### src/design/ieb_pkg.sv
// Purpose: shared constants and types of the interrupt enable bank
// Assumes: 16-bit registers on a plain strobe port, one clock
// Notes: bank index 0, 1, 2 stands for enable registers one, two, three

package ieb_pkg;

	// ****************************************
	// sizes
	// ****************************************
	localparam int NREG = 3;
	localparam int DW = 16;
	localparam int AW = 4;

	// ****************************************
	// register offsets
	// ****************************************
	localparam logic [3:0] OFS_EN_ONE = 4'h0;
	localparam logic [3:0] OFS_EN_TWO = 4'h1;
	localparam logic [3:0] OFS_EN_THREE = 4'h2;
	localparam logic [3:0] OFS_FLAG_ONE = 4'h3;
	localparam logic [3:0] OFS_FLAG_TWO = 4'h4;
	localparam logic [3:0] OFS_FLAG_THREE = 4'h5;

	// ****************************************
	// reset values and implemented-bit masks
	// ****************************************
	localparam logic [15:0] EN_RST = 16'h0000;
	localparam logic [15:0] FLAG_RST = 16'h0000;
	localparam logic [15:0] IMPL_ONE = 16'h0003;
	localparam logic [15:0] IMPL_TWO = 16'h67FF;
	localparam logic [15:0] IMPL_THREE = 16'h7DE6;

	// ****************************************
	// field positions, enable register one
	// ****************************************
	localparam int BIT_I2C1_MASTER = 1;
	localparam int BIT_I2C1_SLAVE = 0;

	// ****************************************
	// field positions, enable register two
	// ****************************************
	localparam int BIT_DMA_FOUR = 14;
	localparam int BIT_PAR_PORT = 13;
	localparam int BIT_CMP_SIX = 10;
	localparam int BIT_CMP_FIVE = 9;
	localparam int BIT_CAP_SIX = 8;
	localparam int BIT_CAP_FIVE = 7;
	localparam int BIT_CAP_FOUR = 6;
	localparam int BIT_CAP_THREE = 5;
	localparam int BIT_DMA_THREE = 4;
	localparam int BIT_CRY_ROLL = 3;
	localparam int BIT_CRY_FREE = 2;
	localparam int BIT_SPI2_TX = 1;
	localparam int BIT_SPI2_GEN = 0;

	// ****************************************
	// field positions, enable register three
	// ****************************************
	localparam int BIT_CALENDAR = 14;
	localparam int BIT_DMA_FIVE = 13;
	localparam int BIT_SPI3_RX = 12;
	localparam int BIT_SPI2_RX = 11;
	localparam int BIT_SPI1_RX = 10;
	localparam int BIT_KEY_DONE = 8;
	localparam int BIT_CRY_DONE = 7;
	localparam int BIT_EXT_FOUR = 6;
	localparam int BIT_EXT_THREE = 5;
	localparam int BIT_I2C2_MASTER = 2;
	localparam int BIT_I2C2_SLAVE = 1;

	// ****************************************
	// carriers
	// ****************************************
	typedef struct packed {
		logic wr;
		logic rd;
		logic [3:0] addr;
		logic [15:0] wdata;
	} ieb_bus_t;

	typedef logic [2:0][15:0] ieb_bank_t;

endpackage

### src/design/ieb_top.sv
// Purpose: interrupt enable bank with sticky source flags and gating
// Assumes: sources raise one-cycle event pulses synchronous to clk
// Notes: flag bits are cleared by writing one; a new event wins
//
// Summary of operation
// Each enable bit passes its source when one and blocks it when zero; bits 1 and 0 of enable one gate the I2C1 master and slave events.
// Software that enables an external pin interrupt must also route that input to a remappable pin through the pin select logic.
// Bits 15, 12 and 11 of enable two read as zero and ignore writes.
// Enable two bits 14, 13, 10, 9 and 8 gate DMA 4, the parallel port, compare 6, compare 5 and capture 6.
// Enable two bits 7, 6, 5 and 4 gate capture 5, 4, 3 and DMA 3.
// Enable two bits 3 and 2 gate the crypto rollover and buffer free events.
// Enable two bits 1 and 0 gate the SPI2 transmit and general events.
// Enable three bits 14 and 13 gate the calendar and DMA 5, bit 15 reads zero.
// Enable three bits 12, 11, 10 and 8 gate SPI3, SPI2, SPI1 receive and key store done, bit 9 reads zero.
// Enable three bits 7, 6, 5, 2 and 1 gate crypto done, external 4 and 3, I2C2 master and slave, bits 4, 3, 0 read zero.
// Every implemented enable bit is read/write and clears to zero at reset.
// A request goes onward only while its flag and its enable are both set.

`timescale 1ns/1ps

module ieb_top
(
	// clock and reset
	input wire logic clk,
	input wire logic nrst,
	// register port
	input wire ieb_pkg::ieb_bus_t bus_req,
	output logic [15:0] rd_data,
	// interrupt sources and gated requests
	input wire ieb_pkg::ieb_bank_t src_evt,
	output ieb_pkg::ieb_bank_t req_out,
	output logic irq
);

	// ****************************************
	// state
	// ****************************************
	ieb_pkg::ieb_bank_t en_q;
	ieb_pkg::ieb_bank_t en_d;
	ieb_pkg::ieb_bank_t flag_q;
	ieb_pkg::ieb_bank_t flag_d;
	ieb_pkg::ieb_bank_t req_q;
	ieb_pkg::ieb_bank_t req_d;
	logic irq_q;
	logic irq_d;
	logic [15:0] rd_q;
	logic [15:0] rd_d;
	ieb_pkg::ieb_bank_t impl;

	assign impl[0] = ieb_pkg::IMPL_ONE;
	assign impl[1] = ieb_pkg::IMPL_TWO;
	assign impl[2] = ieb_pkg::IMPL_THREE;

	// ****************************************
	// enable and flag registers, one per bank
	// ****************************************
	genvar g;
	generate
		for (g = 0; g < ieb_pkg::NREG; g++)
		begin : g_bank
			logic en_hit;
			logic flag_hit;

			assign en_hit = bus_req.wr &&
				(bus_req.addr == ieb_pkg::OFS_EN_ONE + 4'(g));
			assign flag_hit = bus_req.wr &&
				(bus_req.addr == ieb_pkg::OFS_FLAG_ONE + 4'(g));

			always_comb
			begin
				// unimplemented positions never store a one
				en_d[g] = en_q[g];
				if (en_hit)
				begin
					en_d[g] = bus_req.wdata & impl[g];
				end
				// write one clears, a fresh event wins over the clear
				flag_d[g] = flag_q[g];
				if (flag_hit)
				begin
					flag_d[g] = flag_q[g] & ~bus_req.wdata;
				end
				flag_d[g] = flag_d[g] | (src_evt[g] & impl[g]);
				// source passes only while flag and enable are set
				req_d[g] = flag_q[g] & en_q[g];
			end

			always_ff @(posedge clk or negedge nrst)
			begin
				if (!nrst)
				begin
					en_q[g] <= ieb_pkg::EN_RST;
					flag_q[g] <= ieb_pkg::FLAG_RST;
					req_q[g] <= 16'h0000;
				end
				else
				begin
					en_q[g] <= en_d[g];
					flag_q[g] <= flag_d[g];
					req_q[g] <= req_d[g];
				end
			end
		end
	endgenerate

	// ****************************************
	// interrupt line and read port
	// ****************************************
	always_comb
	begin
		irq_d = |(flag_q & en_q);
		rd_d = 16'h0000;
		if (bus_req.rd)
		begin
			case (bus_req.addr)
				ieb_pkg::OFS_EN_ONE: rd_d = en_q[0];
				ieb_pkg::OFS_EN_TWO: rd_d = en_q[1];
				ieb_pkg::OFS_EN_THREE: rd_d = en_q[2];
				ieb_pkg::OFS_FLAG_ONE: rd_d = flag_q[0];
				ieb_pkg::OFS_FLAG_TWO: rd_d = flag_q[1];
				ieb_pkg::OFS_FLAG_THREE: rd_d = flag_q[2];
				default: rd_d = 16'h0000;
			endcase
		end
	end

	always_ff @(posedge clk or negedge nrst)
	begin
		if (!nrst)
		begin
			irq_q <= 1'b0;
			rd_q <= 16'h0000;
		end
		else
		begin
			irq_q <= irq_d;
			rd_q <= rd_d;
		end
	end

	assign rd_data = rd_q;
	assign req_out = req_q;
	assign irq = irq_q;

	// ****************************************
	// checks
	// ****************************************
	logic wr_en1;
	logic wr_en2;
	logic wr_en3;
	logic woke_q;

	assign wr_en1 = bus_req.wr && (bus_req.addr == ieb_pkg::OFS_EN_ONE);
	assign wr_en2 = bus_req.wr && (bus_req.addr == ieb_pkg::OFS_EN_TWO);
	assign wr_en3 = bus_req.wr && (bus_req.addr == ieb_pkg::OFS_EN_THREE);

	always_ff @(posedge clk or negedge nrst)
	begin
		if (!nrst)
		begin
			woke_q <= 1'b0;
		end
		else
		begin
			woke_q <= 1'b1;
		end
	end

	property p_en_one_gate;
		@(posedge clk) disable iff (!nrst)
		wr_en1 ##1 (flag_q[0][ieb_pkg::BIT_I2C1_MASTER] && !bus_req.wr)
		|=> req_out[0][ieb_pkg::BIT_I2C1_MASTER] ==
			$past(bus_req.wdata[ieb_pkg::BIT_I2C1_MASTER], 2);
	endproperty
	a_en_one_gate: assert property (p_en_one_gate)
		else $error("i2c1 master request does not follow its enable");

	property p_two_unimpl;
		@(posedge clk) disable iff (!nrst)
		wr_en2 |=> en_q[1][15] == 1'b0 && en_q[1][12:11] == 2'b00;
	endproperty
	a_two_unimpl: assert property (p_two_unimpl)
		else $error("unimplemented enable two bit took a write");

	property p_two_high;
		@(posedge clk) disable iff (!nrst)
		wr_en2 |=> en_q[1][ieb_pkg::BIT_DMA_FOUR] ==
			$past(bus_req.wdata[14]) && en_q[1][10:8] ==
			$past(bus_req.wdata[10:8]) && en_q[1][ieb_pkg::BIT_PAR_PORT] ==
			$past(bus_req.wdata[13]);
	endproperty
	a_two_high: assert property (p_two_high)
		else $error("enable two upper fields not stored");

	property p_two_mid;
		@(posedge clk) disable iff (!nrst)
		wr_en2 ##1 (!bus_req.wr && !bus_req.rd) |=> rd_data == 16'h0000 &&
			en_q[1][7:4] == $past(bus_req.wdata[7:4], 2);
	endproperty
	a_two_mid: assert property (p_two_mid)
		else $error("capture and dma three enables not stored");

	property p_two_crypto;
		@(posedge clk) disable iff (!nrst)
		wr_en2 |=> en_q[1][ieb_pkg::BIT_CRY_ROLL] == $past(bus_req.wdata[3])
			&& en_q[1][ieb_pkg::BIT_CRY_FREE] == $past(bus_req.wdata[2]);
	endproperty
	a_two_crypto: assert property (p_two_crypto)
		else $error("crypto enables not stored");

	property p_two_spi;
		@(posedge clk) disable iff (!nrst)
		wr_en2 ##1 bus_req.rd && bus_req.addr == ieb_pkg::OFS_EN_TWO
		|=> rd_data[1:0] == $past(bus_req.wdata[1:0], 2);
	endproperty
	a_two_spi: assert property (p_two_spi)
		else $error("spi2 enables do not read back");

	property p_three_high;
		@(posedge clk) disable iff (!nrst)
		wr_en3 |=> en_q[2][15] == 1'b0 &&
			en_q[2][ieb_pkg::BIT_CALENDAR] == $past(bus_req.wdata[14]) &&
			en_q[2][ieb_pkg::BIT_DMA_FIVE] == $past(bus_req.wdata[13]);
	endproperty
	a_three_high: assert property (p_three_high)
		else $error("calendar or dma five enable wrong");

	property p_three_mid;
		@(posedge clk) disable iff (!nrst)
		wr_en3 |=> en_q[2][9] == 1'b0 &&
			en_q[2][12:10] == $past(bus_req.wdata[12:10]) &&
			en_q[2][ieb_pkg::BIT_KEY_DONE] == $past(bus_req.wdata[8]);
	endproperty
	a_three_mid: assert property (p_three_mid)
		else $error("spi receive or key store enable wrong");

	property p_three_low;
		@(posedge clk) disable iff (!nrst)
		wr_en3 |=> en_q[2][7:0] == ($past(bus_req.wdata[7:0]) & 8'hE6);
	endproperty
	a_three_low: assert property (p_three_low)
		else $error("enable three low byte wrong");

	property p_reset_clear;
		@(posedge clk) disable iff (!nrst)
		!woke_q |-> en_q == '0 && req_out == '0 && !irq;
	endproperty
	a_reset_clear: assert property (p_reset_clear)
		else $error("enables not clear after reset");

	property p_event_to_irq;
		@(posedge clk) disable iff (!nrst)
		(|(src_evt & en_q) && !bus_req.wr) ##1 !bus_req.wr |=> irq;
	endproperty
	a_event_to_irq: assert property (p_event_to_irq)
		else $error("enabled event did not raise the interrupt");

	property p_no_en_no_req;
		@(posedge clk) disable iff (!nrst)
		(en_q == '0) ##1 1'b1 |-> req_out == '0 && !irq;
	endproperty
	a_no_en_no_req: assert property (p_no_en_no_req)
		else $error("request passed with all enables clear");

	property p_set_wins;
		@(posedge clk) disable iff (!nrst)
		bus_req.wr && bus_req.addr == ieb_pkg::OFS_FLAG_TWO &&
			src_evt[1][ieb_pkg::BIT_DMA_THREE]
		|=> flag_q[1][ieb_pkg::BIT_DMA_THREE];
	endproperty
	a_set_wins: assert property (p_set_wins)
		else $error("event lost to a flag clear in the same cycle");

	property p_rd_idle;
		@(posedge clk) disable iff (!nrst)
		!bus_req.rd |=> rd_data == 16'h0000;
	endproperty
	a_rd_idle: assert property (p_rd_idle)
		else $error("read data not zero outside a read answer");

	property p_two_rd_zero;
		@(posedge clk) disable iff (!nrst)
		bus_req.rd && bus_req.addr == ieb_pkg::OFS_EN_TWO
		|=> (rd_data & ~ieb_pkg::IMPL_TWO) == 16'h0000;
	endproperty
	a_two_rd_zero: assert property (p_two_rd_zero)
		else $error("unimplemented enable two bit read as one");

	property p_unmapped_wr;
		@(posedge clk) disable iff (!nrst)
		bus_req.wr && bus_req.addr > ieb_pkg::OFS_FLAG_THREE
		|=> en_q == $past(en_q);
	endproperty
	a_unmapped_wr: assert property (p_unmapped_wr)
		else $error("write to an unmapped index changed an enable");

	c_write_two: cover property (@(posedge clk) disable iff (!nrst)
		wr_en2 ##1 en_q[1] != 16'h0000);
	c_irq_rise: cover property (@(posedge clk) disable iff (!nrst)
		$rose(irq));
	c_set_and_clear: cover property (@(posedge clk) disable iff (!nrst)
		bus_req.wr && bus_req.addr == ieb_pkg::OFS_FLAG_TWO &&
		|(src_evt[1] & bus_req.wdata));
	c_read_three: cover property (@(posedge clk) disable iff (!nrst)
		bus_req.rd && bus_req.addr == ieb_pkg::OFS_EN_THREE ##1
		rd_data != 16'h0000);

endmodule

### config.mk
export PLATFORM = sky130hd
export DESIGN_NAME = ieb_top
export DESIGN_NICKNAME = d
export VERILOG_FILES = /design/src/design/ieb_pkg.sv /design/src/design/ieb_top.sv
export SDC_FILE = /design/constraint.sdc
export NUM_CORES = 1
export LEC_CHECK = 0
export ABC_AREA = 0
export BUFFER_PORTS_ARGS = -buffer_cell sky130_fd_sc_hd__buf_2
export CAP_MARGIN = 40
export CORE_MARGIN = 4
export CORE_UTILIZATION = 40
export CTS_BUF_LIST = sky130_fd_sc_hd__clkbuf_8 sky130_fd_sc_hd__clkbuf_16
export DETAILED_ROUTE_END_ITERATION = 16
export HOLD_SLACK_MARGIN = 0.08
export MAX_ROUTING_LAYER = met4
export PLACE_DENSITY = 0.7
export REMOVE_ABC_BUFFERS = 1
export SLEW_MARGIN = 20
export SYNTH_ARGS = -nofsm -noshare
export SYNTH_HDL_FRONTEND = slang
export SYNTH_SLANG_ARGS = --single-unit
### constraint.sdc
create_clock -name clk -period 3.03 [get_ports clk]
set_clock_uncertainty 0.15 [all_clocks]
set_input_delay 0.1515 -clock clk [delete_from_list [all_inputs] [get_ports clk]]
set_output_delay 0.1515 -clock clk [all_outputs]
set_load 0.01 [all_outputs]
==> results by group <==
Synth
  • Yosys warnings: 0
  • Mapped Cells: roughly 370
  • Mapped Avg Cell Area: around 13 um2
  • Register area share after synthesis: between 60% and 70%
  • Synth unique cells: 34
  • Synthesized flop and latch total: ~120
  • Synthesized area: between 4000 and 5000 um2

Floorplanning
  • Full die area: approximately 14000 um2
  • Core area: around 12000 um2
  • Ports: around 140
  • Die X: 117 um
  • Row count: 39
  • Die H: 117 um
  • Starting Density: roughly 41%

GRT
  • Met3 usage: under 10%
  • Met2 usage: approximately 31%
  • GR peak layer: met2
  • Grt ovf: 0
  • Vias in the first global route: approximately 3.8k
  • Met1 usage: 23.6%
  • Largest net degree at the start of global routing: 61
  • Initial antenna violation count: 0
  • GRT Total Usage: approximately a fifth
  • First-pass GRT wire length: 19000 um

Placed design
  • DP HPWL: 7760 um
  • Area after DPL: approximately 5300 um2
  • RePlAce Congestion: 0.834
  • Pre-CTS WS: 0.808 ns
  • Port buffer count: 92

Worst setup path
  • R2R Setup Slk: 0.81 ns
  • Worst setup SP type: register
  • CP top delay family: simple AND/OR/NAND/NOR gates
  • Levels on crit path: 4
  • Slowest Stage Delay on Critical Path: about 0.52 ns
  • Critical path peak fanout: 3
  • Worst Path Required: 3.15 ns
  • Slowest CP cell: or4_1
  • Worst Path Buf+Inv: 0
  • R2R depth: 4
  • R2r endpoint: irq
  • Worst r2r src: flag_q[39]
  • CP Capture Type: register
  • WS Path Type: reg2reg
  • Cell mode on critical path: or4_1
  • Critical path, cell by cell: and2_4 -> or4_1 -> or4_1 -> or3_1
  • Crit path arrival time: 2.34 ns

Power
  • Total power: around 0.0044 W
  • Flop pwr share: between 40% and 50%
  • Pleak: 2.92 nW
  • Pint: 0.00338 W
  • Net Sw Frac: between 20% and 30%
  • Clock power share: between 40% and 50%
  • Max VDD drop: 0.357 mV
  • Pwr Density: ~660 nW/um2
  • Sw power: 0.00102 W
  • Combinational share of power: around an eighth

Detailed routing
  • Vias: ~3.6k
  • Post-route antenna net violation count: 0
  • Initial DRC count: approximately 270
  • Pre-antenna DRT Iters: 5
  • Routed wire length per instance: approximately 17 um
  • DR vias/cell: between 5 and 6
  • Post-Route WL: between 10000 and 15000 um
  • DRC viols: 0

Timing
  • Final setup vio count: 0
  • Period utilization: approximately three quarters
  • Slew Viols, Final: 0
  • Final Hold Violating Endpoints: 0
  • Fmax: approximately 0.45 GHz
  • Setup tns final: 0 ns
  • Tmin final: 2.22 ns
  • Hold WS: ~0.18 ns
  • RSZ-0062 raised after global routing: no
  • Final worst setup slack: 0.810 ns
  • Worst slew pin tran: a little under 0.7 ns
  • Headroom to the max-slew limit: about 54%

Cells and area
  • Finished Cell Area: 6680 um2
  • Number of diodes: 0
  • Share of cells above drive strength 1: ~33%
  • Final #Nets: 618
  • Area Growth Syn to Fin: 40.8%

CTS
  • CTS tree: built
  • Clock root cell: clkbuf_16
  • Inserted Clock Buffers: 17
  • CTS Buffer Depth: 2
  • Post-CTS setup buffer count: 0
  • H-tree depth: 4
  • Clk slew on worst S/H paths: about 0.05 ns
  • CTS sink count: between 100 and 150
  • Later-pin clock latency in the skew report: between 0.3 and 0.4 ns
  • Post-cts sizing count: 0

Min path
  • Hold Crit Depth: 4
  • Tightest Hold Check Type: in2reg
  • Hold_sp: bus_req[21]
  • Hold path endpoint: en_q[0]

Run
  • Maxcap violations: 0

Run status
  • Outcome: completed
power by group through the flow:
stage | Combinational [W] | Sequential [W] | Clock (W)
after CTS | 0.000565 | 0.00182 | 0.00205
after detailed placement | 0.000514 | 0.00184 | 0
after global routing | 0.000620 | 0.00183 | 0.00213
after global placement | 0.000501 | 0.00183 | 0
after floorplan | 0.000219 | 0.00187 | 0
final | 0.000568 | 0.00182 | 0.00202
cells in the mapped netlist (all sizes together):
library cell / n / area (um2)
a21o: 26 / 196
a22oi: 4 / 30.0
nand2b: 1 / 6.26
or4: 3 / 22.5
clkbuf: 9 / 33.8
mux2: 38 / 428
or3: 1 / 6.26
nand3b: 2 / 15.0
o21ai: 1 / 5.00
a21boi: 22 / 165
a222oi: 12 / 120
buf: 30 / 203
nand4: 1 / 6.26
nand2: 40 / 150
conb: 1 / 3.75
o22ai: 1 / 6.26
nor4: 3 / 18.8
dfrtp: 117 / 2930
a21oi: 10 / 50.1
and2: 27 / 171
nor3b: 1 / 12.5
or2: 3 / 18.8
nor2: 10 / 37.5
nor4b: 3 / 38.8
nor4bb: 1 / 10.0
mux4: 2 / 45.0
nand3: 2 / 10.0
and3: 1 / 6.26
worst max-delay path by stage:
stage,start,to,slack (ns)
2_1_floorplan,bus_req[17],flag_q[0],0.56
3_5_place_dp,flag_q[39],irq,0.81
5_1_grt,flag_q[39],irq,0.76
4_1_cts,flag_q[39],irq,0.80
6_report,flag_q[39],irq,0.81
3_3_place_gp,flag_q[39],irq,0.80
flip-flops by register name (all words and copies together), names as in the netlist:
| register | flops |
|---|---|
| flag_q | 48 |
| en_q | 26 |
| req_out | 26 |
| rd_data | 16 |
| irq | 1 |
layer usage:
layer  vias up  share of wire (%)
met1      1787                 44
met3        17                5.1
met4         0                1.2
li1       1620                  -
met5         -                  0
met2       130                 50
worst reg2reg max path, stage by stage, from the launching register on:
cell and delay [ns]:
dfrtp_1 0.39, and2_4 0.17, or4_1 0.52, or4_1 0.52, or3_1 0.36
through the flow:
step / cells / util [%]
6_report: 702 / 58.0
5_1_grt: 702 / 58.0
4_1_cts: 700 / 57.7
3_5_place_dp: 599 / 46.4
3_3_place_gp: 598 / 46.3
2_1_floorplan: 354 / -
cell type report:
cell class | instances | area (um2)
Clock buffer | 21 | 480
Clock inverter | 11 | 133
Fill cell | 942 | 4830
Multi-Input combinational cell | 237 | 1680
Sequential cell | 117 | 2930
Tap cell | 143 | 179
Timing Repair Buffer | 173 | 1280
cells by family after synthesis:
family	share of synthesized area (%)
and+or+nand+nor	11.2
buffers and inverters	4.98
DFF	61.7
other	0.0790
AOI/OAI and AO/OA	12.1
muxes	9.97
repair_timing:
action	CTS	global route
endpoints found under the hold margin	133	1
setup endpoints to repair	0	0
hold buffers	69	1
cell usage in the layout, fill, tap and decap left out, drive strengths merged, types with 2 or more instances in the layout:
cell type	instances
a21boi	22
a21o	26
a21oi	10
a222oi	12
a22oi	4
and2	27
buf	103
bufinv	3
clkbuf	21
clkinv	4
conb	22
dfrtp	117
dlygate4sd3	70
inv	3
mux2	38
mux4	2
nand2	40
nand3	2
nand3b	2
nor2	10
nor4	3
nor4b	3
or2	3
or4	3
Power figures use the tool's default switching activity.
